[src/verilog/adc_ctrl_regs.svh]
`ifndef ADC_CTRL_REGS_SVH
`define ADC_CTRL_REGS_SVH
// Contract
// [RULE1] Start falling edge holds both, starts both
// [RULE2] Busy high from start until both done
// [RULE3] Busy falling edge returns stages to track
// [RULE4] Conversion stepped by internal oscillator only
// [RULE5] Two serial outputs, one per converter
// [RULE6] Host reads after finish; data shift on clock
// [RULE7] Reference select high internal, low external
// [RULE8] Reference select never left floating
// [RULE9] Span pins decode; both high never driven
// [RULE10] Span pins stable during acquisition
// [RULE11] Channel pin latched at busy rising edge
// [RULE12] Channel level zero first, one second
// [RULE13] Channel selection resets to first inputs
// [RULE14] Results are twos complement, integer LSB steps
// [RULE15] Twelve or fourteen result bits per converter
// [RULE16] LSB is span over code count
// [RULE17] Start low at end powers down; rise wakes
// [RULE18] No new start while busy high

// ------------------------------------------------
// Register offsets
// ------------------------------------------------
`define ADC_OFS_CTRL      8'h00
`define ADC_OFS_STATUS    8'h04
`define ADC_OFS_IRQ_STAT  8'h08
`define ADC_OFS_IRQ_MASK  8'h0C
`define ADC_OFS_RESULT_A  8'h10
`define ADC_OFS_RESULT_B  8'h14

// ------------------------------------------------
// Fields and reset values
// ------------------------------------------------
`define ADC_CTRL_EN_BIT   0
`define ADC_CTRL_RST      1'h1
`define ADC_IRQ_DONE_BIT  0
`define ADC_IRQ_IGN_BIT   1
`define ADC_IRQ_SPAN_BIT  2
`define ADC_IRQ_W         3
`define ADC_IRQ_MASK_RST  3'h0
`define ADC_CHAN_RST      1'h0

// ------------------------------------------------
// Timing and scaling
// ------------------------------------------------
`define ADC_OSC_DIV       4
`define ADC_RES_BITS      14
`define ADC_UNI_OFFSET    18'sh04000
`endif

[src/verilog/adc_ctrl_pkg.sv]
package adc_ctrl_pkg;
	typedef enum logic [1:0] {
		SPAN_BI10 = 2'b00,
		SPAN_BI5  = 2'b01,
		SPAN_UNI  = 2'b10,
		SPAN_BAD  = 2'b11
	} span_t;

	typedef enum logic [1:0] {
		ST_IDLE  = 2'b00,
		ST_CONV  = 2'b01,
		ST_PDOWN = 2'b10
	} state_t;

	typedef struct packed {
		logic  start_n;
		logic  sclk;
		logic  chan;
		logic  reference_source_select;
		span_t span;
	} pins_t;
endpackage

[src/verilog/adc_ctrl.sv]
`timescale 1ns/10ps
`include "adc_ctrl_regs.svh"
module adc_ctrl #(
	parameter int RES_BITS = `ADC_RES_BITS,
	parameter int OSC_DIV  = `ADC_OSC_DIV
) (
	input  wire logic        I_CLK,
	input  wire logic        I_ARST_N,
	input  wire logic        I_CONVERSION_START_N,
	input  wire logic        I_SCLK,
	input  wire logic        I_CHAN_SEL,
	input  wire logic        I_REFERENCE_SOURCE_SELECT,
	input  wire logic        I_INPUT_SPAN_SEL_LO,
	input  wire logic        I_INPUT_SPAN_SEL_HI,
	input  wire logic [15:0] I_CONV_A_INPUT_FIRST,
	input  wire logic [15:0] I_CONV_A_INPUT_SECOND,
	input  wire logic [15:0] I_CONV_B_INPUT_FIRST,
	input  wire logic [15:0] I_CONV_B_INPUT_SECOND,
	input  wire logic [7:0]  I_ADDR,
	input  wire logic [31:0] I_WDATA,
	input  wire logic        I_WR,
	input  wire logic        I_RD,
	output logic      [31:0] O_RDATA,
	output logic             O_BUSY,
	output logic             O_HOLD,
	output logic             O_DOUT_A,
	output logic             O_DOUT_B,
	output logic             O_INT_REF_EN,
	output logic             O_POWER_DOWN,
	output logic             O_IRQ
);
	localparam int IW = $clog2(RES_BITS);
	localparam int DW = $clog2(OSC_DIV + 1);

	// ------------------------------------------------
	// Elaboration checks
	// ------------------------------------------------
	// [RULE15] Only two result widths
	if (RES_BITS != 12 && RES_BITS != 14) begin : g_bad_res
		$error("RES_BITS must be 12 or 14");
	end
	if (OSC_DIV < 2) begin : g_bad_div
		$error("OSC_DIV must be at least 2");
	end

	// ------------------------------------------------
	// Functions
	// ------------------------------------------------
	// [RULE16] Span sets LSB size
	// Input word: signed, 20 V span over 65536 steps
	function automatic logic [RES_BITS-1:0] scale(input logic [15:0] s,
		input adc_ctrl_pkg::span_t sp);
		logic signed [17:0] v;
		logic        [15:0] c;
		v = {{2{s[15]}}, s};
		case (sp)
			adc_ctrl_pkg::SPAN_BI5: v = v <<< 1;
			adc_ctrl_pkg::SPAN_UNI: v = (v - `ADC_UNI_OFFSET) <<< 1;
			default: v = v;
		endcase
		if (v > 18'sh07FFF) begin
			c = 16'h7FFF;
		end else if (v < -18'sh08000) begin
			c = 16'h8000;
		end else begin
			c = v[15:0];
		end
		// Offset binary target for the SAR
		scale = {~c[15], c[14 -: RES_BITS-1]};
	endfunction

	function automatic logic [RES_BITS-1:0] sar_step(input logic [RES_BITS-1:0] acc,
		input logic [RES_BITS-1:0] tgt, input logic [IW-1:0] bi);
		logic [RES_BITS-1:0] t;
		t = acc | (RES_BITS'(1) << bi);
		sar_step = (t <= tgt) ? t : acc;
	endfunction

	// [RULE14] Offset binary to twos complement
	function automatic logic [RES_BITS-1:0] twos(input logic [RES_BITS-1:0] ob);
		twos = {~ob[RES_BITS-1], ob[RES_BITS-2:0]};
	endfunction

	// ------------------------------------------------
	// Pin synchronisers
	// ------------------------------------------------
	adc_ctrl_pkg::pins_t ps1_r, ps2_r, pp_r, pins_in;
	assign pins_in = '{start_n: I_CONVERSION_START_N, sclk: I_SCLK, chan: I_CHAN_SEL,
		reference_source_select: I_REFERENCE_SOURCE_SELECT,
		span: adc_ctrl_pkg::span_t'({I_INPUT_SPAN_SEL_HI, I_INPUT_SPAN_SEL_LO})};

	always_ff @(posedge I_CLK or negedge I_ARST_N) begin
		if (!I_ARST_N) begin
			ps1_r <= '{start_n: 1'b1, sclk: 1'b0, chan: 1'b0, reference_source_select: 1'b0,
				span: adc_ctrl_pkg::SPAN_BI10};
			ps2_r <= '{start_n: 1'b1, sclk: 1'b0, chan: 1'b0, reference_source_select: 1'b0,
				span: adc_ctrl_pkg::SPAN_BI10};
			pp_r  <= '{start_n: 1'b1, sclk: 1'b0, chan: 1'b0, reference_source_select: 1'b0,
				span: adc_ctrl_pkg::SPAN_BI10};
		end else begin
			ps1_r <= pins_in;
			ps2_r <= ps1_r;
			pp_r  <= ps2_r;
		end
	end

	wire start_fall = pp_r.start_n & ~ps2_r.start_n;
	wire start_rise = ~pp_r.start_n & ps2_r.start_n;
	wire sclk_fall  = pp_r.sclk & ~ps2_r.sclk;

	// ------------------------------------------------
	// Internal conversion oscillator
	// ------------------------------------------------
	logic [DW-1:0] osc_cnt_r;
	// [RULE4] Step rate from own divider
	wire osc_tick = (osc_cnt_r == DW'(OSC_DIV - 1));

	always_ff @(posedge I_CLK or negedge I_ARST_N) begin
		if (!I_ARST_N) begin
			osc_cnt_r <= '0;
		end else begin
			osc_cnt_r <= osc_tick ? '0 : osc_cnt_r + DW'(1);
		end
	end

	// ------------------------------------------------
	// Conversion sequencer
	// ------------------------------------------------
	adc_ctrl_pkg::state_t st_r;
	logic                 ctrl_en_r, chan_r, busy_r, hold_r, pd_r;
	logic [IW-1:0]        bi_r;
	logic [RES_BITS-1:0]  tgt_a_r, tgt_b_r, sar_a_r, sar_b_r, res_a_r, res_b_r;

	// [RULE12] Channel level picks input pair
	wire [15:0] smp_a = chan_r ? I_CONV_A_INPUT_SECOND : I_CONV_A_INPUT_FIRST;
	wire [15:0] smp_b = chan_r ? I_CONV_B_INPUT_SECOND : I_CONV_B_INPUT_FIRST;
	wire        idle  = (st_r == adc_ctrl_pkg::ST_IDLE);
	wire        go    = idle & start_fall & ctrl_en_r;
	wire        conv  = (st_r == adc_ctrl_pkg::ST_CONV);
	wire        step  = conv & osc_tick;
	wire        done  = step & (bi_r == '0);
	wire [RES_BITS-1:0] sar_a_nxt = sar_step(sar_a_r, tgt_a_r, bi_r);
	wire [RES_BITS-1:0] sar_b_nxt = sar_step(sar_b_r, tgt_b_r, bi_r);

	always_ff @(posedge I_CLK or negedge I_ARST_N) begin
		if (!I_ARST_N) begin
			st_r    <= adc_ctrl_pkg::ST_IDLE;
			busy_r  <= 1'b0;
			hold_r  <= 1'b0;
			pd_r    <= 1'b0;
			// [RULE13] First inputs after reset
			chan_r  <= `ADC_CHAN_RST;
			bi_r    <= '0;
			tgt_a_r <= '0;
			tgt_b_r <= '0;
			sar_a_r <= '0;
			sar_b_r <= '0;
			res_a_r <= '0;
			res_b_r <= '0;
		end else begin
			unique case (st_r)
				adc_ctrl_pkg::ST_IDLE: begin
					if (go) begin
						// [RULE1] Both held, both started
						st_r    <= adc_ctrl_pkg::ST_CONV;
						hold_r  <= 1'b1;
						// [RULE2] Busy rises with start
						busy_r  <= 1'b1;
						// [RULE11] Latched pin serves next conversion
						chan_r  <= ps2_r.chan;
						tgt_a_r <= scale(smp_a, ps2_r.span);
						tgt_b_r <= scale(smp_b, ps2_r.span);
						sar_a_r <= '0;
						sar_b_r <= '0;
						bi_r    <= IW'(RES_BITS - 1);
					end
				end
				adc_ctrl_pkg::ST_CONV: begin
					if (step) begin
						sar_a_r <= sar_a_nxt;
						sar_b_r <= sar_b_nxt;
						bi_r    <= bi_r - IW'(1);
					end
					if (done) begin
						// [RULE2] Busy falls when both finish
						busy_r  <= 1'b0;
						// [RULE3] Back to track at busy fall
						hold_r  <= 1'b0;
						res_a_r <= twos(sar_a_nxt);
						res_b_r <= twos(sar_b_nxt);
						// [RULE17] Start still low powers down
						st_r    <= ps2_r.start_n ? adc_ctrl_pkg::ST_IDLE
							: adc_ctrl_pkg::ST_PDOWN;
						// Own flop so the pin never glitches on decode
						pd_r    <= ~ps2_r.start_n;
					end
				end
				adc_ctrl_pkg::ST_PDOWN: begin
					// [RULE17] Rising start wakes the part
					if (start_rise) begin
						st_r <= adc_ctrl_pkg::ST_IDLE;
						pd_r <= 1'b0;
					end
				end
				default: begin
					st_r <= adc_ctrl_pkg::ST_IDLE;
					pd_r <= 1'b0;
				end
			endcase
		end
	end

	// ------------------------------------------------
	// Serial result outputs
	// ------------------------------------------------
	logic [RES_BITS-1:0] sh_a_r, sh_b_r;
	logic                dout_a_r, dout_b_r, ref_r;

	always_ff @(posedge I_CLK or negedge I_ARST_N) begin
		if (!I_ARST_N) begin
			sh_a_r   <= '0;
			sh_b_r   <= '0;
			dout_a_r <= 1'b0;
			dout_b_r <= 1'b0;
			ref_r    <= 1'b0;
		end else begin
			// [RULE7] Reference source follows select pin
			ref_r <= ps2_r.reference_source_select;
			if (done) begin
				// [RULE5] One pin per converter, MSB first
				dout_a_r <= ~sar_a_nxt[RES_BITS-1];
				dout_b_r <= ~sar_b_nxt[RES_BITS-1];
				sh_a_r   <= {sar_a_nxt[RES_BITS-2:0], 1'b0};
				sh_b_r   <= {sar_b_nxt[RES_BITS-2:0], 1'b0};
			// [RULE6] Shift only once conversion is over
			end else if (sclk_fall && !busy_r) begin
				dout_a_r <= sh_a_r[RES_BITS-1];
				dout_b_r <= sh_b_r[RES_BITS-1];
				sh_a_r   <= {sh_a_r[RES_BITS-2:0], 1'b0};
				sh_b_r   <= {sh_b_r[RES_BITS-2:0], 1'b0};
			end
		end
	end

	// ------------------------------------------------
	// Register file and interrupts
	// ------------------------------------------------
	logic [`ADC_IRQ_W-1:0] irq_stat_r, irq_mask_r, irq_stat_nxt, ev, clr;
	logic [31:0]           rdata_r, rd_mux;
	logic                  irq_r;

	// [RULE18] Start during busy is ignored, flagged
	// [RULE9] Both span pins high is flagged
	assign ev = {start_fall & idle & (ps2_r.span == adc_ctrl_pkg::SPAN_BAD),
		start_fall & conv, done};
	wire wr_ctrl = I_WR & (I_ADDR == `ADC_OFS_CTRL);
	wire wr_stat = I_WR & (I_ADDR == `ADC_OFS_IRQ_STAT);
	wire wr_mask = I_WR & (I_ADDR == `ADC_OFS_IRQ_MASK);
	assign clr          = wr_stat ? I_WDATA[`ADC_IRQ_W-1:0] : '0;
	// Set wins over a same-cycle clear
	assign irq_stat_nxt = (irq_stat_r & ~clr) | ev;

	always_comb begin
		unique case (I_ADDR)
			`ADC_OFS_CTRL:     rd_mux = {31'h0, ctrl_en_r};
			`ADC_OFS_STATUS:   rd_mux = {24'h0, ps2_r.span, ref_r, chan_r,
				pd_r, hold_r, busy_r, ctrl_en_r};
			`ADC_OFS_IRQ_STAT: rd_mux = {29'h0, irq_stat_r};
			`ADC_OFS_IRQ_MASK: rd_mux = {29'h0, irq_mask_r};
			`ADC_OFS_RESULT_A: rd_mux = {{(32-RES_BITS){res_a_r[RES_BITS-1]}}, res_a_r};
			`ADC_OFS_RESULT_B: rd_mux = {{(32-RES_BITS){res_b_r[RES_BITS-1]}}, res_b_r};
			default:           rd_mux = 32'h0;
		endcase
	end

	always_ff @(posedge I_CLK or negedge I_ARST_N) begin
		if (!I_ARST_N) begin
			ctrl_en_r  <= `ADC_CTRL_RST;
			irq_stat_r <= '0;
			irq_mask_r <= `ADC_IRQ_MASK_RST;
			rdata_r    <= 32'h0;
			irq_r      <= 1'b0;
		end else begin
			if (wr_ctrl) begin
				ctrl_en_r <= I_WDATA[`ADC_CTRL_EN_BIT];
			end
			if (wr_mask) begin
				irq_mask_r <= I_WDATA[`ADC_IRQ_W-1:0];
			end
			irq_stat_r <= irq_stat_nxt;
			rdata_r    <= I_RD ? rd_mux : 32'h0;
			irq_r      <= |(irq_stat_nxt & (wr_mask ? I_WDATA[`ADC_IRQ_W-1:0] : irq_mask_r));
		end
	end

	assign O_RDATA      = rdata_r;
	assign O_BUSY       = busy_r;
	assign O_HOLD       = hold_r;
	assign O_DOUT_A     = dout_a_r;
	assign O_DOUT_B     = dout_b_r;
	assign O_INT_REF_EN = ref_r;
	assign O_POWER_DOWN = pd_r;
	assign O_IRQ        = irq_r;
endmodule

[config.mk]
export PLATFORM = sky130hd
export DESIGN_NAME = adc_ctrl
export DESIGN_NICKNAME = d
export VERILOG_FILES = /design/src/verilog/adc_ctrl_pkg.sv /design/src/verilog/adc_ctrl.sv
export VERILOG_INCLUDE_DIRS = /design/src /design/src/verilog
export SDC_FILE = /design/constraint.sdc
export NUM_CORES = 1
export LEC_CHECK = 0
export ABC_AREA = 0
export BUFFER_PORTS_ARGS = -buffer_cell sky130_fd_sc_hd__buf_4
export CAP_MARGIN = 20
export CORE_MARGIN = 2
export CORE_UTILIZATION = 40
export DETAILED_ROUTE_END_ITERATION = 12
export SLEW_MARGIN = 20
export SYNTH_ARGS = -nofsm -noshare
export SYNTH_HDL_FRONTEND = slang
export SYNTH_SLANG_ARGS = --single-unit
[constraint.sdc]
create_clock -name I_CLK -period 4 [get_ports I_CLK]
set_clock_uncertainty 0.15 [all_clocks]
set_input_delay 0.8 -clock I_CLK [delete_from_list [all_inputs] [get_ports I_CLK]]
set_output_delay 0.8 -clock I_CLK [all_outputs]
set_load 0.02 [all_outputs]
==> impl_results.md <==
- Drt drc: 0
- Die Width: 148 um
- Setup TNS: 0 ns
- Final Hold Vio Count: 0
- Max incr delay on CP: 0.47 ns
- Sinks on Clock Net: 161
- Yosys warns: 0
- Area taken by multi-input logic gates: 0.00383 mm^2
- CORE AREA: 0.0204 mm^2
- Hold path depth: 0
- Tcrit/Tclk final: 82.8%
- Antenna cell count: 0
- DRT iter0 DRCs: 488
- IO buf count: 119
- Final antenna-violating net count: 0
- Min Clock Period, post-route: 3.31 ns
- CTS clk-pin slew, worst paths: 0.06 ns
- Pin count of the biggest net entering global routing: 82
- Fillers: 1956
- Pwr Density: 551 mW/mm^2
- Total routed wirelength: 20500 um
- Die height: 148 um
- Pins Over Slew Limit: 0
- Pwr Total: 0.00549 W
- Proportion of layout cells with a drive suffix above 1: 22.3%
- Mean Syn Cell Area: 10.1 um^2
- CP bufs+invs: 2
- CTS Buf Count: 17
- RSZ-0062 raised after global routing: no
- Crit Path Class: reg2reg
- Hold buffers post-CTS: 0
- Worst IR drop on VDD: 272 uV
- Synth Flop Type: dfrtp_1
- Die area: 0.0220 mm^2
- Vias per cell: 5.34
- Max Freq: 0.302 GHz
- Gpl congestion: 0.870
- Worst hold path type: reg2reg
- Max-Cap Viols: 0
- Post-Syn Area: 0.00835 mm^2
- Wire per inst: 17.1 um
- Crit-path cells: inv_1, ha_1, nand2_1, nand2b_1, ha_1, a21oi_1, a21boi_1, o31ai_2, a32oi_1, buf_4, o21ai_1
- EDFF count, synth: 0
- Crit path top cell by count: ha_1
- Starting Density: 41.0%
- H-tree level count: 4
- Worst-path maximum fanout: 9
- Unique masters post-synth: 64
- Outcome: complete, no violations
- Crit path required time: 4.20 ns
- Initial antenna violation count: 0
- GRT Overall Usage: 19.6%
- Final setup vio count: 0
- Root Buffer: clkbuf_16
- CTS tree: built
- Post-CTS setup buffer count: 0
- First-pass GRT wire length: 33800 um
- Area grow syn2layout: 19.4%
- Final nets: 1070
- Critical Path AT: 3.51 ns
- Worst setup SP type: register
- Syn nets: 976
- Worst path depth: 11
- Register Area: 0.00404 mm^2
- FFs w/ async S/R, synth: 100%
- Cell count after synthesis: 823
- Static leakage: 4.66 nW
- DRT Pass-1 Iters: 5
- CP delay by family, top: compound AO/OA/AOI/OAI gates
- Post_cts resized: 0
- Skew-Pair Late Insertion Delay: 0.43 ns
- Bufs on Longest Clock Path: 2
- Slowest CP cell: o31ai_2
- Yosys reg bits: 161
- Global route overflow: 0
- Slew @ Worst Pin: 1.09 ns
- DR vias: 6412
- IO Count: 153
- Hpwl dp: 15000 um
- Vias in the first global route: 6393
- FF-to-FF path depth: 11
- Row cnt: 52
- Max-slew headroom: 27.3%
- Crit end category: register
- Sequential-to-total area share from yosys stat: 48.3%
[cells in the mapped netlist (9+ instances only)]
cell type,number,area (um^2)
inv_1,36,135
nand2_1,134,503
nor2_1,43,161
dfrtp_1,157,3930
clkbuf_1,19,71.3
mux2i_1,46,460
a22oi_1,9,67.6
a221o_1,27,270
buf_4,25,188
o22ai_1,28,175
a21oi_1,29,145
o21ai_1,30,150
ha_1,39,488
a211oi_1,10,75.1
nand4_1,10,62.6
buf_2,16,80.1
nand2b_1,30,188
o21ai_0,29,145
[layer usage]
layer,vias to the layer above,global-route usage [%],wire length (um),part of all wire [%]
met5,-,0,0,0
met4,0,6.43,372,1.8
met3,22,3.44,847,4.1
met2,166,31.6,9590,47
met1,3088,26.9,9700,47
li1,3136,-,-,-
[sequential cells by signal, indices dropped and copies added (netlist names), 13 cells and up]
name	cells
O_RDATA	14
res_a_r	14
res_b_r	14
sar_a_r	14
sar_b_r	14
sh_a_r	13
sh_b_r	13
tgt_a_r	14
tgt_b_r	14
[logic make-up after synthesis]
group | after synthesis | share of synthesized area (%)
buf+inv | 101 | 5.99
fa+ha+maj | 39 | 5.84
simple gates | 256 | 14.9
xor+xnor | 1 | 0.105
compound gates | 211 | 17.8
mux | 54 | 7.07
flops | 161 | 48.3
[report_power, final]
part	internal, W	switching [W]
Clock	0.000952	0.000661
Combinational	0.000695	0.000993
Sequential	0.00195	0.000247
Total	0.00359	0.00190
[cells in the final DEF, fill, tap and decap left out, types with 4 or more instances in the layout]
master      synthesis  final
dfrtp_1           157    156
buf_4              25    135
nand2_1           134    133
mux2i_1            46     46
nor2_1             43     43
ha_1               39     39
inv_1              36     36
nand2b_1           30     30
o21ai_1            30     30
a21oi_1            29     29
o21ai_0            29     29
o22ai_1            28     28
a221o_1            27     27
clkbuf_16           0     17
nand4_1            10     10
a211oi_1           10     10
a22oi_1             9      9
a222oi_1            8      8
nand3_1             7      7
a31oi_1             7      7
a311o_1             6      6
inv_2               4      4
o31ai_2             4      4
o31ai_1             4      4
clkinv_4            0      4
clkinvlp_4          0      4
dfstp_2             4      4
[area by class of cell]
type                    instances  share of cell area (%)
multi-input cells             561                    38.4
clock inverters                12                    1.36
inverters                      40                    1.51
repair buffers                136                    10.3
flip-flops and latches        161                    40.5
well taps                     270                    3.39
clock buffers                  20                    4.58
[stage by stage]
stage | hold slack (ns) | utilization [%] | cell area [um^2] | std cells | setup WS [ns]
5_1_grt | 0.206 | 49.0 | 9970 | 1200 | 0.376
6_report | 0.197 | 49.0 | 9970 | 1200 | 0.689
2_1_floorplan | 0.181 | - | 8350 | 823 | 1.34
3_5_place_dp | 0.186 | 46.0 | 9370 | 1168 | 0.782
3_3_place_gp | 0.183 | 46.0 | 9370 | 1168 | 0.818
4_1_cts | 0.200 | 48.9 | 9960 | 1200 | 0.748
[final timing paths]
path                            startpoint      endpoint  slack (ns)
worst min-delay path              ps2_r[2]  O_INT_REF_EN        0.20
worst max-delay path               bi_r[0]    sar_b_r[8]        0.69
worst min register to register    ps2_r[2]  O_INT_REF_EN        0.20
min in group asynchronous         I_ARST_N      O_DOUT_A        0.26
max in group asynchronous         I_ARST_N     ctrl_en_r        2.50
worst max register to register     bi_r[0]    sar_b_r[8]        0.69
(Power assumes the default switching activity.)
